File: src/common/arf_pkg.sv
// shared constants for the converter result queue and prescaler block
package arf_pkg;

  // bus and result widths
  localparam int ARF_DW  = 16;
  localparam int ARF_AW  = 18;
  localparam int ARF_BEW = 2;
  localparam int ARF_RW  = 10;

  // register indices; the byte address is four times the index
  localparam logic [15:0] ARF_IDX_ENA  = 16'h7032;
  localparam logic [15:0] ARF_IDX_CTL2 = 16'h7034;
  localparam logic [15:0] ARF_IDX_RES1 = 16'h7036;
  localparam logic [15:0] ARF_IDX_RES2 = 16'h7038;

  // field positions in control two, in the enable register and in the result registers
  localparam int ARF_PSC_LSB = 0;
  localparam int ARF_PSC_W   = 3;
  localparam int ARF_RSV_BIT = 5;
  localparam int ARF_Q1_LSB  = 3;
  localparam int ARF_Q2_LSB  = 6;
  localparam int ARF_EN1_BIT = 0;
  localparam int ARF_EN2_BIT = 1;
  localparam int ARF_RES_LSB = 6;

  // values after reset
  localparam logic [2:0]  ARF_PSC_RST = 3'h0;
  localparam logic [1:0]  ARF_EN_RST  = 2'h0;
  localparam logic [15:0] ARF_DAT_RST = 16'h0000;

  // queue occupancy codes
  localparam logic [1:0] ARF_Q_EMPTY = 2'h0;
  localparam logic [1:0] ARF_Q_ONE   = 2'h1;
  localparam logic [1:0] ARF_Q_TWO   = 2'h2;
  localparam logic [1:0] ARF_Q_LOST  = 2'h3;

  // prescale ratio per select code, in system clock cycles
  localparam int ARF_DIVW = 6;
  localparam logic [5:0] ARF_DIV_TAB [0:7] = '{6'h04, 6'h06, 6'h08, 6'h0a,
                                               6'h0c, 6'h10, 6'h14, 6'h20};

endpackage : arf_pkg

File: src/hdl/arf_prescaler.sv
// converter input clock prescaler, one-cycle enable output
`timescale 1ns/1ns
module arf_prescaler
  import arf_pkg::*;
(
  input  wire logic       clk_sys_i,
  input  wire logic       nrst_i,
  input  wire logic [2:0] sel_i,
  output logic            tick_o
);
  logic [ARF_DIVW-1:0] cnt_r;
  logic                tick_r;
  wire  [ARF_DIVW-1:0] last = ARF_DIV_TAB[sel_i] - 6'h01;
  // >= so a shorter ratio chosen mid-count ends at once
  wire                 wrap = (cnt_r >= last);

  // divider counter and registered pulse
  always_ff @(posedge clk_sys_i) begin
    if (!nrst_i) begin
      cnt_r  <= '0;
      tick_r <= 1'b0;
    end else begin
      cnt_r  <= wrap ? '0 : cnt_r + 6'h01;
      tick_r <= wrap;
    end
  end

  assign tick_o = tick_r;
endmodule : arf_prescaler

File: src/hdl/arf_queue.sv
// two-entry result queue with overwrite of the oldest entry
`timescale 1ns/1ns
module arf_queue
  import arf_pkg::*;
#(
  parameter int W = 10
) (
  input  wire logic         clk_sys_i,
  input  wire logic         nrst_i,
  input  wire logic         push_i,
  input  wire logic [W-1:0] data_i,
  input  wire logic         pop_i,
  output logic [1:0]        status_o,
  output logic [W-1:0]      head_o
);
  logic [W-1:0] mem_r [0:1];
  logic [W-1:0] mem_nxt [0:1];
  logic [1:0]   cnt_r, cnt_nxt;
  logic         lost_r, lost_nxt;
  wire          do_pop = pop_i && (cnt_r != 2'h0);

  // next state; a pop and a push together never lose data
  always_comb begin
    mem_nxt[0] = mem_r[0];
    mem_nxt[1] = mem_r[1];
    cnt_nxt    = cnt_r;
    lost_nxt   = lost_r;
    case ({push_i, do_pop})
      2'b01: begin
        mem_nxt[0] = mem_r[1];
        cnt_nxt    = cnt_r - 2'h1;
        lost_nxt   = 1'b0;
      end
      2'b10: begin
        if (cnt_r == 2'h2) begin
          mem_nxt[0] = mem_r[1]; // oldest dropped
          mem_nxt[1] = data_i;
          lost_nxt   = 1'b1;
        end else begin
          mem_nxt[cnt_r[0]] = data_i;
          cnt_nxt           = cnt_r + 2'h1;
        end
      end
      2'b11: begin
        mem_nxt[0] = (cnt_r == 2'h1) ? data_i : mem_r[1];
        mem_nxt[1] = data_i;
        lost_nxt   = 1'b0;
      end
      default: ;
    endcase
  end

  // entries clear to zero at reset
  always_ff @(posedge clk_sys_i) begin
    if (!nrst_i) begin
      mem_r[0] <= '0;
      mem_r[1] <= '0;
      cnt_r    <= 2'h0;
      lost_r   <= 1'b0;
    end else begin
      mem_r  <= mem_nxt;
      cnt_r  <= cnt_nxt;
      lost_r <= lost_nxt;
    end
  end

  assign status_o = lost_r ? ARF_Q_LOST : cnt_r;
  assign head_o   = (cnt_r == 2'h0) ? '0 : mem_r[0];
endmodule : arf_queue

File: src/hdl/arf_top.sv
// converter result queues, queue status and prescaler behind an avalon slave
// Operation
// - queue one occupancy as two-bit code
// - status fields reflect queue state immediately
// - two entries kept, third drops oldest
// - select codes divide by 4..32
// - result registers read-only, zero after reset
// - result left-justified, bits 15 to 6
// - low six result bits read zero
// - control two bit 5 reserved
// - result queues at 7036h and 7038h
// - queue two status in bits 7-6
// - disabled converter two leaves queue unchanged
`timescale 1ns/1ns
module arf_top
  import arf_pkg::*;
(
  input  wire logic                         clk_sys_i,
  input  wire logic                         nrst_i,
  input  wire logic [arf_pkg::ARF_AW-1:0]   avs_address_i,
  input  wire logic                         avs_read_i,
  input  wire logic                         avs_write_i,
  input  wire logic [arf_pkg::ARF_DW-1:0]   avs_writedata_i,
  input  wire logic [arf_pkg::ARF_BEW-1:0]  avs_byteenable_i,
  output logic      [arf_pkg::ARF_DW-1:0]   avs_readdata_o,
  output logic                              avs_waitrequest_o,
  input  wire logic                         converter_one_done_i,
  input  wire logic [arf_pkg::ARF_RW-1:0]   converter_one_data_i,
  input  wire logic                         converter_two_done_i,
  input  wire logic [arf_pkg::ARF_RW-1:0]   converter_two_data_i,
  output logic                              converter_one_enable_o,
  output logic                              converter_two_enable_o,
  output logic                              conv_clk_tick_o
);

  ////////////////////////////////////////////////////////////////////////
  // declarations

  typedef enum logic {ARF_ST_IDLE, ARF_ST_ACK} arf_bus_st_t;

  arf_bus_st_t         state_r, state_nxt;
  logic                wait_r;
  logic [ARF_DW-1:0]   rdata_r, rdata_nxt;
  logic [2:0]          conv_clock_divider_sel_r;
  logic [2:0]          conv_clock_divider_sel_nxt;
  logic [1:0]          en_r, en_nxt;
  logic [1:0]          q1_stat, q2_stat;
  logic [ARF_RW-1:0]   q1_head, q2_head;
  logic                tick;

  ////////////////////////////////////////////////////////////////////////
  // address decode

  wire [ARF_AW-1:0] a_ena  = {ARF_IDX_ENA, 2'h0};
  wire [ARF_AW-1:0] a_ctl2 = {ARF_IDX_CTL2, 2'h0};
  wire [ARF_AW-1:0] a_res1 = {ARF_IDX_RES1, 2'h0};
  wire [ARF_AW-1:0] a_res2 = {ARF_IDX_RES2, 2'h0};

  // one request taken per idle cycle
  wire take   = (state_r == ARF_ST_IDLE) && (avs_read_i || avs_write_i);
  wire rd_tk  = take && avs_read_i;
  wire wr_tk  = take && avs_write_i;
  wire lo_be  = avs_byteenable_i[0];

  wire hit_ena  = (avs_address_i == a_ena);
  wire hit_ctl2 = (avs_address_i == a_ctl2);
  wire hit_res1 = (avs_address_i == a_res1);
  wire hit_res2 = (avs_address_i == a_res2);

  ////////////////////////////////////////////////////////////////////////
  // converter side: pushes and pops

  // push on the very cycle the core reports completion
  wire push1 = converter_one_done_i && en_r[ARF_EN1_BIT];
  // a disabled converter two never reaches its queue
  wire push2 = converter_two_done_i && en_r[ARF_EN2_BIT];

  // a read pops; a write to a result address only completes
  wire pop1 = rd_tk && hit_res1;
  wire pop2 = rd_tk && hit_res2;

  arf_queue #(
    .W (ARF_RW)
  ) u_q1 (
    .clk_sys_i (clk_sys_i),
    .nrst_i    (nrst_i),
    .push_i    (push1),
    .data_i    (converter_one_data_i),
    .pop_i     (pop1),
    .status_o  (q1_stat),
    .head_o    (q1_head)
  );

  arf_queue #(
    .W (ARF_RW)
  ) u_q2 (
    .clk_sys_i (clk_sys_i),
    .nrst_i    (nrst_i),
    .push_i    (push2),
    .data_i    (converter_two_data_i),
    .pop_i     (pop2),
    .status_o  (q2_stat),
    .head_o    (q2_head)
  );

  arf_prescaler u_psc (
    .clk_sys_i (clk_sys_i),
    .nrst_i    (nrst_i),
    .sel_i     (conv_clock_divider_sel_r),
    .tick_o    (tick)
  );

  ////////////////////////////////////////////////////////////////////////
  // read data selection

  // results left-justified, low six bits forced to zero
  wire [ARF_DW-1:0] res1_word = {q1_head, 6'h00};
  wire [ARF_DW-1:0] res2_word = {q2_head, 6'h00};

  // live status, no shadow; bit 5 and upper byte read zero
  wire [ARF_DW-1:0] ctl2_word = {8'h00, q2_stat, 1'b0, q1_stat,
                                 conv_clock_divider_sel_r};
  wire [ARF_DW-1:0] ena_word  = {14'h0000, en_r};

  // unmapped addresses answer zero
  wire [ARF_DW-1:0] rd_mux = hit_res1 ? res1_word :
                             hit_res2 ? res2_word :
                             hit_ctl2 ? ctl2_word :
                             hit_ena  ? ena_word  : ARF_DAT_RST;

  ////////////////////////////////////////////////////////////////////////
  // register writes

  // in control two only the select field is writable; status and bit 5 ignore writes
  assign conv_clock_divider_sel_nxt = (wr_tk && hit_ctl2 && lo_be) ?
    avs_writedata_i[ARF_PSC_LSB +: ARF_PSC_W] :
    conv_clock_divider_sel_r;

  assign en_nxt = (wr_tk && hit_ena && lo_be) ?
    {avs_writedata_i[ARF_EN2_BIT], avs_writedata_i[ARF_EN1_BIT]} :
    en_r;

  ////////////////////////////////////////////////////////////////////////
  // bus answer sequencer

  // every request answered one cycle after it is taken
  always_comb begin
    state_nxt = state_r;
    rdata_nxt = rdata_r;
    case (state_r)
      ARF_ST_IDLE: begin
        if (take) begin
          state_nxt = ARF_ST_ACK;
          rdata_nxt = avs_read_i ? rd_mux : ARF_DAT_RST;
        end
      end
      ARF_ST_ACK: begin
        state_nxt = ARF_ST_IDLE;
      end
      default: begin
        state_nxt = ARF_ST_IDLE;
      end
    endcase
  end

  // sequencer and read data flops
  always_ff @(posedge clk_sys_i) begin
    if (!nrst_i) begin
      state_r <= ARF_ST_IDLE;
      wait_r  <= 1'b1;
      rdata_r <= ARF_DAT_RST;
    end else begin
      state_r <= state_nxt;
      wait_r  <= (state_nxt != ARF_ST_ACK);
      rdata_r <= rdata_nxt;
    end
  end

  // control flops
  always_ff @(posedge clk_sys_i) begin
    if (!nrst_i) begin
      conv_clock_divider_sel_r <= ARF_PSC_RST;
      en_r                     <= ARF_EN_RST;
    end else begin
      conv_clock_divider_sel_r <= conv_clock_divider_sel_nxt;
      en_r                     <= en_nxt;
    end
  end

  ////////////////////////////////////////////////////////////////////////
  // outputs

  assign avs_readdata_o         = rdata_r;
  assign avs_waitrequest_o      = wait_r;
  assign converter_one_enable_o = en_r[ARF_EN1_BIT];
  assign converter_two_enable_o = en_r[ARF_EN2_BIT];
  assign conv_clk_tick_o        = tick;

  // helper: cycles since last tick, and a quiet-select marker
  logic [ARF_DIVW-1:0] gap_r;
  logic                calm_r;
  wire                 psc_wr = wr_tk && hit_ctl2 && lo_be;

  always_ff @(posedge clk_sys_i) begin
    if (!nrst_i) begin
      gap_r  <= '0;
      calm_r <= 1'b0;
    end else begin
      gap_r  <= tick ? '0 : gap_r + 6'h01;
      calm_r <= psc_wr ? 1'b0 : (tick ? 1'b1 : calm_r);
    end
  end
endmodule : arf_top

File: config.mk
export PLATFORM = sky130hd
export DESIGN_NAME = arf_top
export DESIGN_NICKNAME = d
export VERILOG_FILES = /design/src/common/arf_pkg.sv /design/src/hdl/arf_prescaler.sv /design/src/hdl/arf_queue.sv /design/src/hdl/arf_top.sv
export SDC_FILE = /design/constraint.sdc
export NUM_CORES = 1
export LEC_CHECK = 0
export BUFFER_PORTS_ARGS = -buffer_cell sky130_fd_sc_hd__buf_2
export CAP_MARGIN = 20
export CORE_ASPECT_RATIO = 0.7
export CORE_MARGIN = 2
export CORE_UTILIZATION = 59
export DETAILED_ROUTE_END_ITERATION = 8
export PLACE_DENSITY_LB_ADDON = 0.1
export SYNTH_ARGS = -nofsm -noshare
export SYNTH_HDL_FRONTEND = slang
export SYNTH_SLANG_ARGS = --single-unit
File: constraint.sdc
create_clock -name clk_sys_i -period 4.3 [get_ports clk_sys_i]
set_clock_uncertainty 0.2 [all_clocks]
set_input_delay 0.215 -clock clk_sys_i [delete_from_list [all_inputs] [get_ports clk_sys_i]]
set_output_delay 0.215 -clock clk_sys_i [all_outputs]
set_load 0.02 [all_outputs]
# == Yosys cells after proc, flatten, opt, wreduce, memory -nomap -nowiden ==
# Memory sizes are Yosys's and may differ from the RTL's.
# Cells that the tools add are included.
# word_totals
regBits,76
out_inout_bits,20
wordCells,123
n_memories,1
in_bits,62
romBits,48
# op_classes
n_mux,35
n_bitwise,6
order_cmp,6
reduce_logical,36
n_addsub,6
eq_ne,18
# memory_table
memory,words,word_bits,read_ports,rd_ports_with_merged_regs,wr,line_no,rtl
(name not given),8,6,1,0,0,arf_prescaler.sv:13,wire [ARF_DIVW-1:0] last = ARF_DIV_TAB[sel_i] - 6'h01;
# ops
cell,count
18-bit by 17-bit equality test with 1-bit output (second input constant),4
10-bit two-way mux,6
10-bit one-hot mux with 3 select lines,2
16-bit two-way mux,3
20-bit bitwise mux,2
20-bit two-way mux,2
10-bit one-hot mux with 2 select lines,2
10-bit demux with 1-bit select,2
2-bit nonzero test,8
1-bit logical AND,15
2-bit equality test (second input constant),6
6-bit two-way mux,2
2-bit two-way mux,5
2-bit AND reduction,5
2-bit by 1-bit equality test with 1-bit output (second input constant),4
8-bit two-way mux,1
2-bit one-hot mux with 2 select lines,2
6-bit by 1-bit adder with 6-bit output (second input constant),1
6-bit >= comparator,1
1-bit one-hot mux with 2 select lines,3
3-bit nonzero test,2
2-bit OR reduction,3
6-bit by 1-bit subtractor with 6-bit output (second input constant),1
2-bit by 1-bit adder with 2-bit output (second input constant),2
other kinds (12),23

# == Depth between registers and ports, before layout ==
# Gate-level depths: netlist of run 1.
# logic_depth
depth_word,9
depth_mapped,11

# == Cells and area by module ==
# A second synthesis of run 1 with hierarchy kept.
# hier_totals
hier_cells,510
hier_area_um2,4643.2
# by_module_without_submodules
mod,area_per_inst_um2,seq_area_each_um2,n_inst,cells_each
arf_queue at u_q1,1554.0,460.4,1,177
arf_queue at u_q2,1495.2,460.4,1,165
arf_top,1121.1,440.4,1,115
arf_prescaler,473.0,140.1,1,53

# == Least setup slack after synthesis of run 1 ==
# Ideal clock, no wire load.
# synth_path
path_kind,register to register
from,register u_q2.cnt_r[0]
to,register u_q2.mem_r[14] in the netlist's numbering
path_slack_ns,1.541
setup_ns,0.116
synth_period_minus_slack_ns,2.759
n_path_buf,2
stages_incl_launch_ff,9
t_arrival_ns,2.444
path_cell_list,dfxtp_1 > buf_1 > inv_1 > ha_1 > or4b_1 > nor3_1 > buf_4 > nand3_1 > and3_1
# synth_between
elab_chain_cells,8
# synth_lines
item,line_no,rtl
from (decl),arf_queue.sv:18,"logic [1:0] cnt_r, cnt_nxt;"
from (signal assigned),arf_queue.sv:62,cnt_r <= cnt_nxt;
1-bit NOT with 2-bit output (implied by the code),arf_queue.sv:40,mem_nxt[cnt_r[0]] = data_i;
2-bit >= comparator (implied by the code) or 2-bit by 1-bit < comparator with 1-bit output (tied branches),arf_queue.sv:40,
1-bit logical AND (implied by the code),arf_queue.sv:40,
10-bit two-way mux (implied by the code),arf_queue.sv:40,
10-bit demux with 1-bit select,arf_queue.sv:40,
20-bit bitwise mux,arf_queue.sv:40,
20-bit two-way mux,arf_queue.sv:35,if (cnt_r == 2'h2) begin
10-bit one-hot mux with 3 select lines,arf_queue.sv:28,"case ({push_i, do_pop})"
to (signal assigned),arf_queue.sv:61,mem_r <= mem_nxt;
to (decl),arf_queue.sv:16,logic [W-1:0] mem_r [0:1];
# Several ways; a longest one is shown, not always the timed one.
# A chain may end at the register's enable or synchronous reset.

# == Worst setup path in the final report of run 1 ==
# layout_path
from,register conv_clock_divider_sel_r[0]
to,register u_psc.cnt_r[3]
# layout_between
elab_chain_cells,7
# layout_lines
item,line_no,rtl
from (decl),arf_top.sv:44,logic [2:0] conv_clock_divider_sel_r;
from (signal assigned),arf_top.sv:185,conv_clock_divider_sel_r <= conv_clock_divider_sel_nxt;
3-bit NOT with 4-bit output (implied by the code),arf_prescaler.sv:13,
memory 8 x 6 bit,-,
6-bit two-way mux (implied by the code) (2 in a row),arf_prescaler.sv:13,
6-bit by 1-bit subtractor with 6-bit output,arf_prescaler.sv:13,
6-bit >= comparator,arf_prescaler.sv:15,wire wrap = (cnt_r >= last);
2-bit OR reduction (no line),-,
to (signal assigned),arf_prescaler.sv:23,cnt_r <= wrap ? '0 : cnt_r + 6'h01;
to (decl),arf_prescaler.sv:11,logic [ARF_DIVW-1:0] cnt_r;
# No other way between the ends. The select of a mux whose other input is x is not followed.

==> results.md, run 1 <==
- The run finished with clean final reports.
- Of the total power, registers draw 0.469.
- The final layout net count is 613.
- By count the netlist is led by dfxtp_1, nand2_1, nor2_1.
- The final count of hold timing violations was 0.
- The ratio of final minimum period to clock period is 0.650.
- The critical path class is reg -> reg.
- The highest ir drop seen on vdd is 0.201 mV.
- The final max-slew violation count came to 0.
- The post-place setup slack is 1540 ps.
- The die is 73.3 um tall.
- Setup repair after global routing left no endpoint under its margin.
- Power spread over the standard cell area amounts to 313 nW/um2.
- The net count after synthesis is 533.
- Across every metal layer, demand over resource in global routing totals 0.268.
- Of the synthesized area, sequential elements account for 0.371.
- Setup violations remaining at the end of the flow were counted as 0.
- The depth of the critical timing path with buffers and inverters included is 10.
- The count of buffers inserted at the top-level ports is 66.
- The via count of the first global-routing pass was 3373.
- The worst hold-check path type is in -> reg.
- The synthesis warning total is 0.
- The average cell area after synthesis is 8.90 um2.
- In this design, the stage delay of the slowest critical-path cell is 530 ps.
- Of the total power, combinational logic draws 0.112.
- Subtracting the final worst setup slack from the clock period gives 2800 ps.
- Across all setup checks in the final design, the least slack found is 1500 ps.
- Synthesis instantiated 56 different standard cells from the library.
- The total vias in the final route is 3689.
- Static timing analysis puts the maximum clock frequency at 0.358 GHz.
- For this run, asynchronously set or reset flops after synthesis account for 0.
- The worst setup path is launched from a register.
- After clock tree synthesis, the clock-pin slew on the worst setup and hold paths is 80 ps.
- The slew at the pin closest to its max-slew limit is 798 ps.
- The iteration-0 DRC count of the detailed router is 191.
- The clock net in this run drives a total of 75 sinks.
- In this run the count of I/O pins placed on the die edge is 82.
- In this run the remaining antenna-violating nets after routing total 0.
- The buffer and inverter count on the worst path is 1.
- From synthesis to final layout, the design area changed by 20.8%.
- The number of clock buffers added by TritonCTS is 9.
- Among all cell types in the netlist, the one instantiated most often is dfxtp_1.
- The cell-internal power is 1.17 mW.
- The worst-case headroom to the max-slew limit is 0.465.
- Summed over all cells, the static leakage comes to 2.23 nW.
- Counting every instance in the synthesized netlist gives 455.
- The horizontal extent of the die is 103 um.
- The switching portion of total power is 0.237.
- In the routed layout, each cell is associated on average with a via count of 5.82.
- The category of cells accounting for the largest share of critical-path delay is compound AO/OA/AOI/OAI gates.
- No sink is reached through more buffers than the 2 on the longest clock path.
- In the final timing run, aggregate negative setup slack is 0 ps.
- The floorplan die area is 7550 um2.
- The post-synthesis sequential element count is 75.
- The initial cell density of the core is 0.605.
- Sorting the synthesized cells by area gives the leading types as dfxtp_1, mux2i_1, nand2_1, a22o_1, ha_1.
- The depth of the worst hold-timing path is 4.
- The fraction of layout instances using a drive strength above 1 is 0.191.
- Traced cell by cell, the critical path runs through inv_1 > ha_1 > nor2_1 > nand2_1 > xnor2_1 > a22oi_1 > ha_1 > a2111oi_0 > o21ai_1 > nor2_1.
- In this run the number of H-tree levels came out at 3.
- STA classifies the critical path endpoint as a register.
- The mapped cell area is 4050 um2.
- At the end of routability-driven placement, the weighted congestion stood at 0.837.
- The total area inside the core boundary comes to 6690 um2.
- The total congestion overflow after global routing is 0.
- The data required time of the worst path is 4380 ps.
- The first global-routing pass estimated 15.8 mm of wire.
- The share of the synthesized area in the top cell type is 0.371.
- The number of enable-type register cells in the synthesized netlist is 0.
- The master of the slowest instance on the critical path is a2111oi_0.
- The sum of net half-perimeters after detailed placement is 6.81 mm.
- The tool flagged a number of max-cap violations equal to 0.
- The tree is rooted in a clkbuf_8.
- The relative contribution of the clock network to total power is 0.420.
- The number of cells on the worst reg-to-reg path is 10.
- For this run, the leading register cell type out of synthesis is dfxtp_1.
- The first-pass iteration count of the detailed router is 6.
- The number of inserted diodes is 0.
- The floorplan has 25 rows.
- The largest net degree at the start of global routing is 25.
- TritonCTS built the clock tree.
- The cell taking the most area after synthesis is dfxtp_1.
- The switching power total is 0.362 mW.
- For the worst-skew pair, the clock arrives at the later sink with an insertion delay of 340 ps.
- The data arrival time of the critical path is 2880 ps.
- The largest fanout on the critical path is 8.
- In the final routed layout, each cell accounts on average for 15.8 um.
- The number of design rule violations left after detail routing is 0.
- The initial antenna violation count is 0.
- The routed wire length is 10.0 mm.
==> placed cells by master, fill, tap and decap left out, types with 3 or more instances in the layout <==
cell / n
o21ai_0: 25
bufinv_16: 3
and2_1: 3
nor2_1: 31
o31ai_1: 4
nand2_1: 62
nor2b_1: 12
xor2_1: 3
a211oi_1: 14
clkbuf_1: 3
nand3_1: 7
and3_1: 12
buf_4: 4
clkbuf_8: 9
a21oi_1: 9
mux2i_1: 28
nor3b_1: 5
dlygate4sd3_1: 24
mux2_2: 7
a211o_1: 10
xnor2_1: 3
nor4b_1: 3
dfxtp_1: 75
a22oi_1: 23
inv_1: 13
buf_2: 66
ha_1: 16
a22o_1: 25
==> stage by stage <==
step / instance area [um2] / util / hold WS (ps) / total power [mW] / instances
after floorplan: 4050 / - / 141 / 0.829 / 455
after global placement: 4410 / 0.659 / 221 / 0.878 / 594
after detailed placement: 4410 / 0.659 / 224 / 0.883 / 594
after CTS: 4890 / 0.730 / 10.2 / 1.53 / 634
after global routing: 4890 / 0.730 / 81.1 / 1.58 / 634
final: 4890 / 0.730 / 19.5 / 1.53 / 634
==> tightest hold or removal path, stage by stage <==
cell	delay, ps
buf_2	100
nor2_1	50
nor2_1	70
nand2_1	70
==> power by group through the flow <==
stage	Clock, mW	Combinational [mW]	Sequential (mW)
floorplan	0	0.0959	0.733
global placement	0	0.146	0.732
detailed placement	0	0.151	0.733
CTS	0.648	0.168	0.716
global route	0.674	0.190	0.718
finish	0.642	0.171	0.717
==> flip-flops by register name, summed over array words and instances, names as in the netlist <==
register / count
u_q1.mem_r: 20
state_r: 1
avs_waitrequest_o: 1
u_q2.mem_r: 20
u_psc.cnt_r: 6
en_r: 2
u_psc.tick_o: 1
u_q1.cnt_r: 2
u_q1.lost_r: 1
u_q2.cnt_r: 2
avs_readdata_o: 15
u_q2.lost_r: 1
conv_clock_divider_sel_r: 3
==> kinds of logic after synthesis <==
logic type                 Yosys count  synth area share
and+or+nand+nor                    159             0.214
AOI/OAI and AO/OA                  125             0.223
DFF                                 75             0.371
buffers and inverters               38            0.0396
muxes                               35            0.0887
adders and majority gates           16            0.0495
xor gates and xnor gates             6            0.0130
other                                1          0.000926
==> area by class of cell <==
| type | count | area (um2) |
|---|---|---|
| Tap cell | 94 | 118 |
| Timing Repair Buffer | 94 | 601 |
| Inverter | 13 | 48.8 |
| Sequential cell | 75 | 1500 |
| Clock inverter | 4 | 98.8 |
| Multi-Input combinational cell | 342 | 2390 |
| Fill cell | 528 | 1810 |
| Clock buffer | 12 | 135 |
==> layer usage <==
| layer | GRT usage | vias to the layer above | share of wire |
|---|---|---|---|
| met2 | 0.432 | 112 | 0.47 |
| li1 | - | 1831 | - |
| met5 | 0 | - | 0 |
| met3 | 0.0599 | 2 | 0.054 |
| met4 | 0.0614 | 0 | 0.0026 |
| met1 | 0.370 | 1744 | 0.47 |
==> what timing repair did <==
action	CTS	global route
gates resized for setup	0	0
endpoints found under the setup margin	0	0
hold buffers	24	0
setup buffers	0	0
hold endpoints to repair	26	0
==> path summary, 6_finish.rpt <==
kind / from / end / slack [ps]
setup reg to reg: conv_clock_divider_sel_r[0] / u_psc.cnt_r[3] / 1500
hold reg to reg: avs_readdata_o[12] / avs_readdata_o[12] / 230
hold / removal: avs_read_i / avs_waitrequest_o / 20
setup / recovery: conv_clock_divider_sel_r[0] / u_psc.cnt_r[3] / 1500
(Power assumes the default switching activity.)
==> inputs of run 2 (changes only) <==
ABC_AREA = 1   (was default)
CORE_UTILIZATION = 51   (was 59)
clock period = 2.4 ns   (was 4.3 ns; I/O delays follow)
==> results.md, run 2 <==
- The run finished with clean final reports.
- The worst-case headroom to the max-slew limit is 0.365.
- The switching power total is 0.683 mW.
- After routing the design area is 5820 um2.
- The most used flip-flop cell after synthesis is dfxtp_1.
- The instance area after placement is 5200 um2.
- Of the total synthesized cell area, the portion taken by XOR and XNOR cells is 0.00737.
- The sum of net half-perimeters after detailed placement is 9.31 mm.
- The count of buffers inserted at the top-level ports is 66.
- At the later pin of the worst-skew pair, clock insertion delay measures 340 ps.
- The top cell types in the final layout, fill and taps aside, are nand2_1, o21ai_0, inv_1.
- The average cell area after synthesis is 6.33 um2.
- The number of distinct library cells after synthesis is 40.
- The final max-slew violation count is 0.
- By instance count, the leading cell after synthesis is nand2_1.
- The cell-internal power is 2.32 mW.
- Yosys attributes the largest share of cell area to dfxtp_1, nand2_1, o21ai_0, inv_1, nand3_1.
- The routed wire length is 13.4 mm.
- Along the worst path, the maximum fanout reaches 6.
- The proportion of synthesized chip area in sequential cells is 0.316.
- Of the post-synthesis cell area, the dominant cell type holds 0.316.
- The most repeated library cell on the critical path is nand2_1.
- Clock-pin slew was measured on the worst setup and hold paths at 60 ps.
- The max-capacitance violation count is 0.
- The floorplan step set the die height to 84.8 um.
- The total vias in the final route is 5190.
- The biggest area contributor in the post-synthesis netlist is dfxtp_1.
- The master of the slowest instance on the critical path is dfxtp_2.
- STA puts the critical path data required time at 2480 ps.
- The startpoint type of the worst setup path is a register.
- The overall power is 3.00 mW.
- During I/O placement, the number of pins put on the boundary was 82.
- The nature of the critical path endpoint is a register.
- The synthesis warning total is 0.
- The critical path class is reg -> reg.
- The detailed router finished its first iteration with 556 violations.
- The compound-cell area share of the yosys netlist is 0.206.
- The first-pass GRT wire length is 22.1 mm.
- The final number of setup-violating endpoints is 0.
- Dividing total power by cell area gives a power density of 516 nW/um2.
- The minimum setup slack in the final design is 71.2 ps.
- At the end of routability-driven placement, the weighted congestion stood at 0.950.
- The proportion of synthesized area in mux cells is 0.00211.
- Of the total synthesized cell area, the portion taken by full adders, half adders and majority gates is 0.0421.
- Relative to the synthesized area, the layout overhead comes to 22.5%.
- In this run the worst hold path is classified as in -> reg.
- The number of inserted diodes is 0.
- The initial antenna violation count is 0.
- The number of design rule violations left after detail routing is 0.
- The peak per-stage delay on the critical path is 330 ps.
- The horizontal extent of the die is 119 um.
- The count of nets left with antenna violations once routing finished came out at 0.
- Ranked by instance count, the synthesized netlist is headed by nand2_1, o21ai_0, inv_1.
- Of the total power, the clock network draws 0.499.
- The data arrival time of the critical path is 2410 ps.
- The clock passes through at most 2 buffers.
- The post-synthesis sequential element count is 75.
- The synthesized design contains 0 enable-type register cells.
- By area, the combinational part of the netlist is dominated by simple AND/OR/NAND/NOR gates.
- Counting every instance in the synthesized netlist gives 751.
- The total number of placement rows is 29.
- The ratio of final minimum period to clock period is 0.970.
- Clock tree synthesis selected as its root buffer the cell clkbuf_16.
- In the final layout, the share of cells above drive strength 1 is 0.159.
- The most common cell after layout, fill and taps aside is nand2_1.
- The share of total power dissipated in sequential elements is 0.425.
- Buffers inserted during clock tree synthesis total 9.
- Traced cell by cell, the critical path runs through inv_2 > or2_4 > nand2_1 > ha_2 > nand3_2 > xnor2_1 > ha_1 > nand2_1 > inv_1 > o21ai_1 > o211a_1 > nand2_4 > nor3b_2.
- After detailed routing, the average wire length per cell comes to 13.9 um.
- The net count after synthesis is 829.
- For this run the aggregate overflow at the end of global routing stands at 0.
- After routing, the total negative slack on setup checks comes to 0 ps.
- The maximum frequency from static timing analysis is 0.429 GHz.
- The average via count per standard cell is 5.39.
- Of the total synthesized cell area, the portion taken by AND, OR, NAND and NOR gates is 0.325.
- The first detailed-routing pass took 5 iterations.
- The slew at the pin closest to its max-slew limit is 946 ps.
- The core region is 9070 um2.
- The final design utilization is 0.642.
- Counting I/O delays and the setup requirement, the final critical path takes 2330 ps.
- The net count of the finished layout is 912.
- Of all flip-flops after synthesis, the portion carrying an async set or reset was 0.
- In this run the static leakage power is 2.50 nW.
- Of the total power, the share spent switching nets is 0.228.
- Summing every instance area after synthesis gives 4750 um2.
- The initial utilization of the core area, before any placement, comes to 0.524.
- Entering global routing, the biggest net connects 43 pins.
- The highest ir drop seen on vdd is 0.350 mV.
- The overall routing resource usage is 0.270.
- The TritonCTS clock tree is done.
- The final count of hold timing violations was 0.
- The clock net sink count is 75.
- The via count of the first global-routing pass came to 4722.
- The clock tree synthesis step divided the H-tree into 3 levels.
- The floorplan step defined a die boundary enclosing 10100 um2.
- The share of total power dissipated in combinational logic is 0.076.
- Timing analysis after detailed placement gives a worst setup slack of -62.5 ps.
-- run 2: cell count changes after synthesis, moves of 13 or more --
cell,before,now
a22oi_1,23,2
a21oi_1,9,52
nand3_1,7,60
o21ai_0,25,114
nand2_1,62,192
a22o_1,25,0
a211oi_1,14,1
nor2_1,31,66
inv_1,13,81
mux2i_1,28,1
-- run 2: final timing paths --
| kind | from | end | slack (ps) | cells after the start |
|---|---|---|---|---|
| hold reg to reg | avs_readdata_o[0] | avs_readdata_o[0] | 260 | 2 |
| setup reg to reg | conv_clock_divider_sel_r[1] | u_psc.cnt_r[2] | 70 | 13 |
| hold / removal | avs_byteenable_i[0] | conv_clock_divider_sel_r[2] | 30 | 4 |
| setup / recovery | conv_clock_divider_sel_r[1] | u_psc.cnt_r[2] | 70 | 13 |
-- run 2: cell type report --
| class | count | area, um2 |
|---|---|---|
| Fill cell | 833 | 3250 |
| Multi-Input combinational cell | 556 | 2820 |
| Sequential cell | 75 | 1510 |
| Timing Repair Buffer | 105 | 684 |
| Inverter | 87 | 327 |
| Clock buffer | 11 | 253 |
| Tap cell | 124 | 155 |
| Clock inverter | 5 | 75.1 |
-- run 2: power by group through the flow --
stage	Sequential, mW	Clock, mW	Combinational [mW]
after CTS	1.28	1.51	0.220
after global routing	1.28	1.57	0.256
after floorplan	1.30	0	0.107
final	1.28	1.50	0.228
after detailed placement	1.30	0	0.191
after global placement	1.30	0	0.184
-- run 2: timing repair --
item                                    4_1_cts  5_1_grt
resized for setup                             2       14
endpoints found under the hold margin        26        0
pin swaps                                     0        6
gates cloned                                  0        1
setup buffers                                 0        1
endpoints found under the setup margin        6        8
hold buffers                                 23        0
-- run 2: routing by layer --
layer / up-vias / GRT usage / routed length, um
li1: 2620 / - / -
met1: 2368 / 0.373 / 6320
met2: 188 / 0.430 / 5990
met3: 14 / 0.0571 / 959
met4: 0 / 0.0759 / 165
met5: - / 0 / 0
-- run 2: critical path, delay by kind of cell (launching register included) --
| family | cells | cell delay (ps) |
|---|---|---|
| fa+ha+maj | 2 | 480 |
| simple gates | 6 | 730 |
| flops | 1 | 330 |
| compound gates | 2 | 290 |
| buf+inv | 2 | 90 |
| xor+xnor | 1 | 140 |
-- run 2: cell families after synthesis --
group / count (synthesis)
buf+inv: 121
xor+xnor: 4
fa+ha+maj: 16
mux: 1
compound gates: 186
flops: 75
other cells: 1
simple gates: 347
-- run 2: through the flow --
stage          instances  hold slack [ps]
2_1_floorplan        751             62.0
3_3_place_gp         922              181
3_5_place_dp         922              192
4_1_cts              961             46.0
5_1_grt              963             78.7
6_report             963             32.0
==> inputs of run 3 (changes only) <==
CTS_CLUSTER_DIAMETER = 60   (was default)
HOLD_SLACK_MARGIN = 0.06   (was default)
SKIP_LAST_GASP = 1   (was default)
==> results.md, run 3 (synthesis gave the netlist of run 2 again) <==
- The flow ran to the end, and the final reports show no timing, DRC or antenna violations.
- The core box area is 9070 um2.
- In this run the critical register-to-register path is launched from conv_clock_divider_sel_r[2].
- The startpoint type of the worst setup path is a register.
- The number of inserted diodes is 0.
- The library cell used most frequently in the layout, excluding fill and tap cells, is nand2_1.
- After detailed routing, the average wire length per cell comes to 14.0 um.
- The master cell of the clock root buffer is clkbuf_16.
- The initial utilization of the core area, before any placement, comes to 0.524.
- The clock period could shrink to 2340 ps.
- The first global-routing pass estimated 22.1 mm of wire.
- Dividing the detail-routed via count by the number of cells gives 5.36.
- The number of design rule violations left after detail routing is 0.
- The via count of the first global-routing pass was 4722.
- The total non-filler cell area in the finished layout is 5830 um2.
- The worst hold-check path type is in -> reg.
- In this run the vertical extent of the chip is 84.8 um.
- Setup violations remaining at the end of the flow were counted as 0.
- The start point of the worst hold path is avs_write_i.
- The clock-pin slew on the worst setup and hold paths is 60 ps.
- The count of buffers added on input and output ports is 66.
- In this run the worst path has a maximum fanout of 7.
- The total overflow left after global routing is 0.
- The clock latency on the worst-skew pair is 340 ps.
- The most repeated library cell on the critical path is nand2_1.
- TritonCTS built the clock tree.
- The worst-case headroom to the max-slew limit is 0.368.
- The final count of hold timing violations is 0.
- Among all stages on the critical path, the largest delay is contributed by dfxtp_1.
- The top cell types in the final layout, fill and taps aside, are nand2_1, o21ai_0, inv_1.
- Static timing analysis puts the maximum clock frequency at 0.427 GHz.
- The data arrival time of the critical path is 2420 ps.
- Summed over all cells, the static leakage comes to 2.50 nW.
- The routed wire length is 13.5 mm.
- No sink is reached through more buffers than the 2 on the longest clock path.
- Across the VDD grid, the largest voltage drop is 0.346 mV.
- The overall routing resource usage is 0.270.
- Traced cell by cell, the critical path runs through buf_6 > nand2_1 > nand2_1 > ha_2 > nand3_2 > xnor2_1 > ha_1 > nand2_1 > inv_1 > o21ai_1 > o211a_1 > nand2_4 > nor3b_2.
- The nature of the critical path endpoint is a register.
- The horizontal extent of the die is 119 um.
- The final max-slew violation count came to 0.
- Of the cells placed in the final design, the portion with a size suffix greater than 1 is 0.156.
- Across the run, the number of max-cap violations was 0.
- The overall power is 3.00 mW.
- Before antenna repair, the detailed router went through 5 iterations.
- The initial antenna violation count came to 0.
- Counting the buffers created by CTS gives 9.
- The sum of net half-perimeters after detailed placement is 9.31 mm.
- Counting every sink on the clock net gives 75.
- The data required time of the worst path is 2480 ps.
- In this run the power density over the cells is 515 nW/um2.
- Compared with the post-synthesis result, the final layout area differs by 22.6%.
- The routed layout has 5170 vias.
- In this run the cell area measured after placement is 5200 um2.
- The slew at the pin closest to its max-slew limit is 942 ps.
- The floorplan die area is 10100 um2.
- The largest net degree at the start of global routing is 43.
- The total number of placement rows is 29.
- The buffer and inverter count on the worst path is 2.
- Tracing the worst setup path back leads to its startpoint at conv_clock_divider_sel_r[2].
- The iteration-0 DRC count of the detailed router is 519.
- The number of H-tree branching levels is 3.
- The final layout net count is 913.
- After layout, the worst setup slack is 60.7 ps.
- The setup path with the least slack is of type reg -> reg.
- Timing analysis after detailed placement gives a worst setup slack of -62.5 ps.
- Setup repair after global routing could not meet its margin everywhere.
- The category of cells accounting for the largest share of critical-path delay is simple AND/OR/NAND/NOR gates.
- For this design the top-level I/O count stands at 82.
- The ratio of final minimum period to clock period is 0.975.
- The global placer's final weighted congestion is 0.950.
- In this design, the stage delay of the slowest critical-path cell is 390 ps.
- The worst hold-check slack is 50.5 ps.
- The count of nets left with antenna violations once routing finished came out at 0.
run 3: cell count changes in the layout (fill, tap and decap cells not counted), sizes merged:
cell	previous run	this run
dlygate4sd3	23	24
run 3: final cells by class:
| type | instances | area [um2] |
|---|---|---|
| well taps | 124 | 155 |
| clock inverters | 5 | 75.1 |
| flip-flops and latches | 75 | 1500 |
| inverters | 87 | 327 |
| repair buffers | 106 | 694 |
| clock buffers | 11 | 253 |
| multi-input cells | 556 | 2820 |
| fillers | 830 | 3240 |
run 3: worst reg2reg max path, cell delays in order (launching register included):
cell and delay, ps:
dfxtp_1 390, buf_6 150, nand2_1 80, nand2_1 80
ha_2 170, nand3_2 80, xnor2_1 140, ha_1 310
nand2_1 70, inv_1 40, o21ai_1 70, o211a_1 230
nand2_4 90, nor3b_2 180
run 3: path summary, 6_finish.rpt:
kind | end | slack (ps) | cells past startpoint
setup reg to reg | u_psc.cnt_r[2] | 60 | 13
setup / recovery | u_psc.cnt_r[2] | 60 | 13
hold / removal | conv_clock_divider_sel_r[2] | 50 | 4
hold reg to reg | avs_readdata_o[0] | 260 | 2
run 3: routing by layer:
| metal | routed length [um] | global-route usage | up-vias | part of all wire |
|---|---|---|---|---|
| met5 | 0 | 0 | - | 0 |
| met4 | 154 | 0.0759 | 0 | 0.011 |
| met3 | 969 | 0.0571 | 14 | 0.072 |
| met2 | 5960 | 0.430 | 189 | 0.44 |
| met1 | 6380 | 0.373 | 2345 | 0.47 |
| li1 | - | - | 2622 | - |
run 3: through the flow:
step	util	TNS, ps	instances
finish	0.642	0	964
global route	0.642	-67.7	964
CTS	0.636	0	962
detailed placement	0.573	-138	922
global placement	0.573	0	922
floorplan	-	0	751
run 3: timing repair:
action / in CTS / in global routing
hold buffers: 24 / 0
setup buffers: 0 / 1
gates resized for setup: 2 / 12
gates cloned: 0 / 1
endpoints found under the setup margin: 6 / 8
pin swaps: 0 / 6
endpoints found under the hold margin: 39 / 0
run 3: power breakdown:
part | internal (mW) | switching (mW)
sequential | 1.26 | 0.0149
clock | 0.961 | 0.531
combinational | 0.0982 | 0.132
total | 2.32 | 0.678
